--- src/design/kwi_regs.svh ---
`ifndef KWI_REGS_SVH
`define KWI_REGS_SVH

// Register offsets on the plain register port
`define KWI_ADDR_W            3
`define KWI_OFS_STATUS_CTRL   3'h0
`define KWI_OFS_PIN_ENABLE    3'h1
`define KWI_OFS_POLARITY      3'h2
`define KWI_OFS_INT_STATUS    3'h3
`define KWI_OFS_INT_MASK      3'h4

// status_control_reg fields
`define KWI_SC_DETECT_MODE    0
`define KWI_SC_IRQ_ENABLE     1
`define KWI_SC_FLAG_ACK       2
`define KWI_SC_EVENT_FLAG     3

// int_status / int_mask fields
`define KWI_IS_EDGE           0
`define KWI_IS_LEVEL          1
`define KWI_IS_W              2

// Reset values
`define KWI_RST_PINS          8'h00
`define KWI_RST_IS            2'h0

`endif

--- src/design/kwi_pkg.sv ---
package kwi_pkg;

	// Pull device steering for one group of pins
	typedef struct packed {
		logic [7:0] pull_up_en;
		logic [7:0] pull_down_en;
	} kwi_pad_t;

	// Live configuration of the detector
	typedef struct packed {
		logic [7:0] pin_enable;
		logic [7:0] polarity;
		logic       detect_mode;
		logic       irq_enable;
	} kwi_cfg_t;

	// Power state as seen by the block
	typedef struct packed {
		logic wait_mode;
		logic light_stop;
		logic deep_stop;
		logic deepest_stop;
		logic bdm_active;
	} kwi_pwr_t;

endpackage

--- src/design/kwi_top.sv ---
// What this block does
// RULE1: Eight input pins, each individually enabled
// RULE2: Each enable bit gates only its pin
// RULE3: One mode bit: edge or edge-and-level
// RULE4: Per-pin polarity: falling/low or rising/high
// RULE5: Edges seen between consecutive clock samples
// RULE6: Rearm only when all enabled pins deasserted
// RULE7: Outside holds enabled pins deasserted first
// RULE8: Edge mode: valid edge sets event flag
// RULE9: Level mode: edge or level sets flag
// RULE10: Flag and irq enable raise interrupt
// RULE11: Writing one to acknowledge clears flag
// RULE12: Keeps running in wait mode
// RULE13: Keeps running, wakes from light stop
// RULE14: Deep stops disable and reset block
// RULE15: Debug mode changes nothing
// RULE16: Polarity turns pull-up into pull-down
// RULE17: Held level re-sets flag after acknowledge
// RULE18: Everything resets to zero; the rearm flag armed_q resets to one
`timescale 1ns/100ps
`include "kwi_regs.svh"

module kwi_top #(
	parameter int unsigned NPINS = 8
) (
	// Clock and reset
	input  wire logic                      ref_clk,
	input  wire logic                      rst,
	// Register port
	input  wire logic [`KWI_ADDR_W-1:0]    reg_addr,
	input  wire logic [7:0]                reg_wdata,
	input  wire logic                      reg_wr,
	input  wire logic                      reg_rd,
	output logic      [7:0]                reg_rdata,
	// Key pins and pad control
	input  wire logic [NPINS-1:0]          key_pins,
	input  wire logic [NPINS-1:0]          pull_enable,
	output kwi_pkg::kwi_pad_t              pad_ctrl,
	// Power state
	input  kwi_pkg::kwi_pwr_t              pwr,
	// Interrupt and wake
	output logic                           key_wake_irq,
	output logic                           wake_req
);
	import kwi_pkg::*;

	kwi_cfg_t                cfg_q;
	logic                    event_flag_q;
	logic [`KWI_IS_W-1:0]    int_status_q;
	logic [`KWI_IS_W-1:0]    int_mask_q;
	logic [NPINS-1:0]        pin_q;
	logic                    armed_q;
	logic [7:0]              rdata_q;

	logic                    deep_clr;
	logic [NPINS-1:0]        asserted;
	logic [NPINS-1:0]        pin_edge;
	logic                    edge_hit;
	logic                    level_hit;
	logic                    flag_set;
	logic                    ack;
	logic                    wr_sc;
	logic                    wr_is;
	logic [`KWI_IS_W-1:0]    is_set;
	logic                    wr_mask;
	logic                    any_asserted;
	logic                    any_edge;
	logic                    flag_irq;
	logic                    status_irq;
	logic                    keeps_running;
	logic [`KWI_IS_W-1:0]    is_pending;
	logic [7:0]              sc_view;
	logic [7:0]              rd_mux;

	// Deep stops drop all state except the pin samples and read data; light stop and wait change nothing
	assign deep_clr = pwr.deep_stop | pwr.deepest_stop; // RULE14

	// Address decode, one strobe per register that needs it
	assign wr_sc   = reg_wr && (reg_addr == `KWI_OFS_STATUS_CTRL);
	assign wr_is   = reg_wr && (reg_addr == `KWI_OFS_INT_STATUS);
	assign wr_mask = reg_wr && (reg_addr == `KWI_OFS_INT_MASK);
	assign ack     = wr_sc && reg_wdata[`KWI_SC_FLAG_ACK]; // RULE11

	// Per-pin detection
	genvar gi;
	generate
		for (gi = 0; gi < NPINS; gi++)
		begin : g_pin
			// Asserted level equals the polarity bit
			assign asserted[gi] = cfg_q.pin_enable[gi] & (key_pins[gi] == cfg_q.polarity[gi]); // RULE2 RULE4
			// Deasserted last sample, asserted now
			assign pin_edge[gi] = asserted[gi] & (pin_q[gi] != cfg_q.polarity[gi]); // RULE5
			// Pull-down replaces pull-up for enabled rising/high pins
			assign pad_ctrl.pull_down_en[gi] = pull_enable[gi] & cfg_q.pin_enable[gi]
				& cfg_q.polarity[gi]; // RULE16
			assign pad_ctrl.pull_up_en[gi] = pull_enable[gi]
				& ~(cfg_q.pin_enable[gi] & cfg_q.polarity[gi]); // RULE16
		end
	endgenerate

	assign any_asserted = |asserted;
	assign any_edge     = |pin_edge;
	assign edge_hit     = armed_q & any_edge; // RULE6 RULE8
	// Held level keeps setting the flag, so an ack cannot lose it
	assign level_hit    = cfg_q.detect_mode & any_asserted; // RULE3 RULE9 RULE17
	assign flag_set     = edge_hit | level_hit;
	assign is_set[`KWI_IS_EDGE]  = edge_hit;
	assign is_set[`KWI_IS_LEVEL] = level_hit;

	// Pin sampling; debug mode is deliberately ignored
	always_ff @(posedge ref_clk or posedge rst)
	begin
		if (rst)
			pin_q <= '0;
		else
			pin_q <= key_pins; // RULE5 RULE15
	end

	// Rearm after every enabled pin is back at its deasserted level
	always_ff @(posedge ref_clk or posedge rst)
	begin
		if (rst)
			armed_q <= 1'b1; // RULE7
		else if (deep_clr)
			armed_q <= 1'b1;
		else if (edge_hit)
			armed_q <= 1'b0; // RULE6
		else if (!any_asserted)
			armed_q <= 1'b1; // RULE6
	end

	// Configuration registers
	always_ff @(posedge ref_clk or posedge rst)
	begin
		if (rst)
			cfg_q <= '0; // RULE18
		else if (deep_clr)
			cfg_q <= '0; // RULE14
		else if (reg_wr)
		begin
			unique case (reg_addr)
				`KWI_OFS_STATUS_CTRL:
				begin
					cfg_q.detect_mode <= reg_wdata[`KWI_SC_DETECT_MODE]; // RULE3
					cfg_q.irq_enable  <= reg_wdata[`KWI_SC_IRQ_ENABLE];
				end
				`KWI_OFS_PIN_ENABLE: cfg_q.pin_enable <= reg_wdata[NPINS-1:0]; // RULE1 RULE2
				`KWI_OFS_POLARITY:   cfg_q.polarity   <= reg_wdata[NPINS-1:0]; // RULE4
				default:             cfg_q            <= cfg_q;
			endcase
		end
	end

	// Shared event flag; a new event wins over a same-cycle ack
	always_ff @(posedge ref_clk or posedge rst)
	begin
		if (rst)
			event_flag_q <= 1'b0; // RULE18
		else if (deep_clr)
			event_flag_q <= 1'b0; // RULE14
		else if (flag_set)
			event_flag_q <= 1'b1; // RULE8 RULE9 RULE12 RULE13
		else if (ack)
			event_flag_q <= 1'b0; // RULE11
	end

	// Sticky event causes, write one to clear, set wins
	always_ff @(posedge ref_clk or posedge rst)
	begin
		if (rst)
			int_status_q <= `KWI_RST_IS;
		else if (deep_clr)
			int_status_q <= `KWI_RST_IS;
		else if (wr_is)
			int_status_q <= (int_status_q & ~reg_wdata[`KWI_IS_W-1:0]) | is_set;
		else
			int_status_q <= int_status_q | is_set;
	end

	always_ff @(posedge ref_clk or posedge rst)
	begin
		if (rst)
			int_mask_q <= `KWI_RST_IS;
		else if (deep_clr)
			int_mask_q <= `KWI_RST_IS;
		else if (wr_mask)
			int_mask_q <= reg_wdata[`KWI_IS_W-1:0];
	end

	// Status and control as software sees it; acknowledge reads zero
	always_comb
	begin
		sc_view                      = 8'h00;
		sc_view[`KWI_SC_EVENT_FLAG]  = event_flag_q;
		sc_view[`KWI_SC_IRQ_ENABLE]  = cfg_q.irq_enable;
		sc_view[`KWI_SC_DETECT_MODE] = cfg_q.detect_mode;
	end

	// Read selection; unmapped offsets and idle cycles give zero
	always_comb
	begin
		rd_mux = 8'h00;
		if (reg_rd)
		begin
			unique case (reg_addr)
				`KWI_OFS_STATUS_CTRL: rd_mux = sc_view;
				`KWI_OFS_PIN_ENABLE:  rd_mux = 8'(cfg_q.pin_enable);
				`KWI_OFS_POLARITY:    rd_mux = 8'(cfg_q.polarity);
				`KWI_OFS_INT_STATUS:  rd_mux = {6'h00, int_status_q};
				`KWI_OFS_INT_MASK:    rd_mux = {6'h00, int_mask_q};
				default:              rd_mux = 8'h00;
			endcase
		end
	end

	// Read data valid in the cycle after the strobe only
	always_ff @(posedge ref_clk or posedge rst)
	begin
		if (rst)
			rdata_q <= 8'h00;
		else
			rdata_q <= rd_mux;
	end

	assign reg_rdata = rdata_q;

	// Interrupt level; also the wake request in wait and light stop
	assign is_pending    = int_status_q & int_mask_q;
	assign flag_irq      = event_flag_q & cfg_q.irq_enable; // RULE10
	assign status_irq    = |is_pending;
	assign key_wake_irq  = flag_irq | status_irq; // RULE10
	// Debug mode is not a low-power state, so it never asks for a wake
	assign keeps_running = pwr.wait_mode | pwr.light_stop;
	assign wake_req      = key_wake_irq & keeps_running; // RULE12 RULE13

endmodule // kwi_top

--- config.mk ---
export PLATFORM = sky130hd
export DESIGN_NAME = kwi_top
export DESIGN_NICKNAME = d
export VERILOG_FILES = /design/src/design/kwi_pkg.sv /design/src/design/kwi_top.sv
export VERILOG_INCLUDE_DIRS = /design/src /design/src/design
export SDC_FILE = /design/constraint.sdc
export NUM_CORES = 1
export LEC_CHECK = 0
export BUFFER_PORTS_ARGS = -buffer_cell sky130_fd_sc_hd__buf_2
export CELL_PAD_IN_SITES_DETAIL_PLACEMENT = 0
export CELL_PAD_IN_SITES_GLOBAL_PLACEMENT = 1
export CORE_MARGIN = 2
export CORE_UTILIZATION = 38
export DETAILED_ROUTE_END_ITERATION = 16
export PLACE_DENSITY = 0.89
export SLEW_MARGIN = 20
export SYNTH_ARGS = -nofsm -noshare
export SYNTH_HDL_FRONTEND = slang
export SYNTH_SLANG_ARGS = --single-unit
--- constraint.sdc ---
create_clock -name ref_clk -period 1.8 [get_ports ref_clk]
set_clock_uncertainty 0.15 [all_clocks]
set_input_delay 0.36 -clock ref_clk [delete_from_list [all_inputs] [get_ports ref_clk]]
set_output_delay 0.36 -clock ref_clk [all_outputs]
set_load 0.05 [all_outputs]
# Word level (Yosys, flattened, before mapping)
# Index checks and enable logic that the tools add are counted.
dict set report classes {
  n_eq_ne 21
  mux 17
  bitwise 69
  reduce_logical 17
}
# op count
set op_table {}
lappend op_table {{AND 1 bit} 52}
lappend op_table {{one-hot mux 8 bit (5 select lines)} 1}
lappend op_table {{2-to-1 mux 18 bit} 2}
lappend op_table {{2-to-1 mux 8 bit} 3}
lappend op_table {{OR reduction 8 bit} 2}
lappend op_table {{2-to-1 mux 2 bit} 5}
lappend op_table {{nonzero test 2 bit} 5}
lappend op_table {{equality test 1 bit} 8}
lappend op_table {{inequality test 1 bit} 8}
lappend op_table {{inverter 1 bit} 8}
lappend op_table {{equality test 3 x 2 -> 1 bit (second input constant)} 2}
lappend op_table {{2-to-1 mux 1 bit} 6}
lappend op_table {{AND reduction 2 bit} 3}
lappend op_table {{AND 2 bit} 2}
lappend op_table {{logical AND 1 bit} 4}
lappend op_table {{OR 1 bit} 4}
lappend op_table {{OR 2 bit} 2}
lappend op_table {{equality test 3 x 1 -> 1 bit (second input constant)} 1}
lappend op_table {{equality test 3 bit (second input constant)} 1}
lappend op_table {{logical NOT 3 bit} 1}
lappend op_table {{inequality test 3 bit (second input constant)} 1}
lappend op_table {{nonzero test 3 bit} 1}
lappend op_table {{inverter 2 bit} 1}
lappend op_table {{OR reduction 2 bit} 1}
dict set report word_totals {
  regBits 40
  in_bits 36
  output_inout_bits 26
  wordCells 134
}

# Longest topological paths before layout
dict set report depth {
  ltp_word 8
  ltp_mapped 6
  mapped_depth_nobuf 5
}

# Least setup slack after synthesis
# OpenSTA, ideal clock, no wires.
dict set report synth_timing {
  path_kind {reg-to-output}
  from {reg cfg_q[12] (netlist name)}
  to {out pad_ctrl[10] (netlist name)}
  arrival_time_ns 1.576
  t_required_ns 1.290
  setup_slack_ns -0.286
  path_stages_with_launch 2
  path_buffers 0
  cell_sequence {dfrtp_1 > a21boi_0}
}
# element line
set synth_lines {}
lappend synth_lines {{start: declaration} kwi_top.sv:47} ;# kwi_cfg_t cfg_q;
lappend synth_lines {{start signal: assignment} kwi_top.sv:149} ;# default: cfg_q <= cfg_q;
lappend synth_lines {{end: declaration} kwi_top.sv:38} ;# output kwi_pkg::kwi_pad_t pad_ctrl,

==> impl_results.rst <==
.. list-table::
   :header-rows: 1

   * - Metric
     - Value
   * - Height of the chip
     - a little under 80 µm
   * - Buffer depth of the longest clock path
     - 2
   * - Avg Cell Area, Syn
     - approximately 10 µm²
   * - Uppermost routed layer
     - met4
   * - TritonCTS clock tree
     - yes
   * - CP peak stage delay
     - about 0.42 ns
   * - Maximum number of pins on one net before global-route repair
     - 41
   * - Met3 wirelength from detailed routing
     - 220 µm
   * - Static leakage
     - 0.00132 µW
   * - Critical path startpoint category
     - flip-flop
   * - Crit Path Class
     - reg2out
   * - Full die area
     - 5980 µm²
   * - Count of final setup violators
     - 0
   * - # DRC
     - 0
   * - Most common flop cell mapped by yosys
     - sky130_fd_sc_hd__dfrtp_1
   * - Routed via count
     - 1870
   * - Maximum Capacitance Violations
     - 0
   * - Post-synthesis instance total
     - 205
   * - Remaining antenna violation count
     - 0
   * - Wire length of the first global-routing pass
     - 8.40 mm
   * - Routed length on met2
     - approximately 2.4 mm
   * - Setup ws final
     - approximately 0.03 ns
   * - Count of final max-slew check failures
     - 0
   * - Drt pass-1 iters
     - 4
   * - Family with the most delay on the worst path
     - buffers and inverters
   * - Area occupied by multi-input gates
     - slightly above 1000 µm²
   * - Mapped Nets
     - 241
   * - Placement row count
     - 26
   * - Initial antenna violation count
     - 0
   * - Detailed-routing wirelength on met1
     - between 2 and 2.5 mm
   * - Worst slack at placement
     - -0.00145 ns
   * - Distinct cell type count after synthesis
     - 35
   * - Aggregate routed wire length
     - between 5 and 6 mm
   * - Max IR drop VDD
     - 0.000457 V
   * - H-tree depth
     - 2
   * - Core region area
     - 5140 µm²
   * - Power density over the cells
     - 675 nW/µm²
   * - Fraction of layout cells with a size suffix above 1
     - 36.7%
   * - CP Cell Sequence
     - buf_4 > a21boi_1 > buf_2
   * - Number of buffer and inverter stages on the critical path
     - 2
   * - Detailed placement HPWL
     - between 3 and 4 mm
   * - X dimension of the die
     - about 77 µm
   * - Overall Global Routing Usage
     - 17.2%
   * - Final period util
     - 98.3%
   * - Count of fill cells added during filler insertion
     - around 500
   * - Congestion Overflow GR
     - 0
   * - RSZ-0062 raised after global routing
     - yes
   * - Share of synthesized area occupied by flip-flops and latches
     - 49.0%
   * - Number of DRC markers in iteration 0
     - 133
   * - Commonest non-fill, non-tap cells in the layout
     - sky130_fd_sc_hd__buf_2, sky130_fd_sc_hd__dfrtp_1, sky130_fd_sc_hd__buf_4
   * - Number of flip-flops and latches in the synthesized netlist
     - 40
   * - Transition time at the pin with the least slew margin
     - 0.481 ns
   * - # nets final
     - 329
   * - Starting Density
     - 39.8%
   * - Yosys warning total
     - 0
   * - Via count of the first global-routing pass
     - 1760
   * - Status
     - finished, final reports clean
   * - Register cell area after layout
     - 1000 µm²
   * - Highest attainable clock frequency
     - 565 MHz
   * - Category of the worst setup path capture point
     - output pin
   * - Max stage delay cell, worst path
     - sky130_fd_sc_hd__dfrtp_1
   * - Final Hold Viols
     - 0
   * - I/O pin cnt
     - 62
   * - GPL Wtd Cong
     - 0.888
   * - Min-Delay Path Class
     - in2reg
   * - Number of vias per cell
     - slightly above 5
   * - Layout Area Growth over Synthesis
     - 35.9%
   * - Post-synthesis instance area
     - ~2000 µm²
   * - Required time at the worst-slack endpoint
     - 1.29 ns
   * - Synth async-reset ratio
     - 100%
   * - Most common cell after layout, fill and taps aside
     - sky130_fd_sc_hd__buf_2
   * - Clock insertion delay at the later pin of the skew report
     - 0.29 ns
   * - Total power consumption of the routed design
     - 1880 µW
   * - Clock-pin slew on the worst setup and hold paths
     - 0.08 ns
   * - Data arrival time at the worst-slack endpoint
     - 1.26 ns
   * - Tmin final
     - 1.77 ns
   * - Relative slew slack
     - about two thirds
   * - Number of antenna cells inserted
     - 0
   * - Total CTS buffers
     - 5
   * - Sink Count
     - 40
   * - Root buffer cell
     - sky130_fd_sc_hd__clkbuf_8
   * - Port Buffers
     - 60
   * - Maximum fanout encountered on the critical timing path
     - 4
   * - Number of flops mapped to enable cells by yosys
     - 0
   * - Average detailed-routed wire length per instance
     - 13.8 µm
[flip-flops by register name (all words and copies together) (netlist names)]
name	count
armed_q	1
cfg_q	18
event_flag_q	1
int_mask_q	2
int_status_q	2
pin_q	8
reg_rdata	8
[power breakdown]
group | internal, µW | switching [µW] | total, µW
combinational | 89.3 | 140 | 229
sequential | 911 | 9.14 | 921
clock | 410 | 317 | 728
total | 1410 | 466 | 1880
[layer usage]
layer / track usage [%] / vias to the layer above
li1: - / 912
met1: 24.5 / 901
met2: 27.7 / 50
met3: 2.79 / 7
met4: 3.75 / 0
met5: 0 / -
[per-stage QoR]
step | util [%] | hold slack [ns] | cell area (µm²) | instances | TNS (ns)
after global routing | 54.1 | 0.0629 | 2780 | 364 | -0.0545
after detailed placement | 50.3 | 0.285 | 2580 | 351 | -0.00145
after CTS | 52.9 | 0.0625 | 2720 | 361 | 0
after floorplan | - | 0.241 | 2040 | 205 | 0
final | 54.1 | 0.0677 | 2780 | 364 | 0
after global placement | 50.3 | 0.284 | 2580 | 351 | 0
[Yosys cell counts (all sizes together), types with 3 or more instances]
cell type  instances  share of area (%)
dfrtp             39                 48
mux2i             13                6.4
a21oi             11                2.7
nor2              26                4.8
nand2             26                4.8
a21boi             8                2.9
nor2b              5                1.7
a22oi             14                5.1
xnor2              8                3.4
a31oi              7                2.4
nand4              4                1.2
and3               8                2.5
and4b              6                2.9
nand2b             4                1.2
clkbuf             4               0.73
buf                3               0.86
[what timing repair did]
item | in CTS | in global routing
hold buffers | 1 | 0
setup endpoints to repair | 2 | 9
hold endpoints to repair | 39 | 0
setup buffers | 1 | 3
resized for setup | 2 | 14
pin swaps | 0 | 4
[worst register-to-register path, delay by kind of cell, from the launching register on]
kind | cells | cell delay [ns]
AOI/OAI and AO/OA | 4 | 0.82
DFF | 1 | 0.42
and+or+nand+nor | 1 | 0.19
[worst paths after layout]
kind,cells past startpoint,slack (ns),to,startpoint
min in group asynchronous,4,0.51,cfg_q[6]$_DFFE_PP0P_,rst
max reg2reg,5,0.10,event_flag_q$_DFFE_PP0P_,cfg_q[8]$_DFFE_PP0P_
min reg2reg,2,0.40,int_mask_q[0]$_DFFE_PP0P_,int_mask_q[0]$_DFFE_PP0P_
max,3,0.03,pad_ctrl[14],cfg_q[8]$_DFFE_PP0P_
min,1,0.07,pin_q[4]$_DFF_PP0_,key_pins[4]
max in group asynchronous,4,0.73,armed_q$_DFFE_PP1P_,rst
[cell type report]
type	count	area share (%)
Multi-Input combinational cell	157	36.8
Sequential cell	40	36.1
Timing Repair Buffer	88	19.8
Tap cell	70	3.15
Clock buffer	5	2.48
Clock inverter	3	1.53
Inverter	1	0.135
[logic make-up after synthesis]
family / after synthesis / synth area share [%]
multiplexers: 15 / 7.47
flip-flops: 40 / 49.0
AO/OA/AOI/OAI: 47 / 16.0
buffers and inverters: 8 / 1.77
AND/OR/NAND/NOR: 87 / 22.3
XOR/XNOR: 8 / 3.43
No activity file was read; power rests on OpenSTA's default activity.
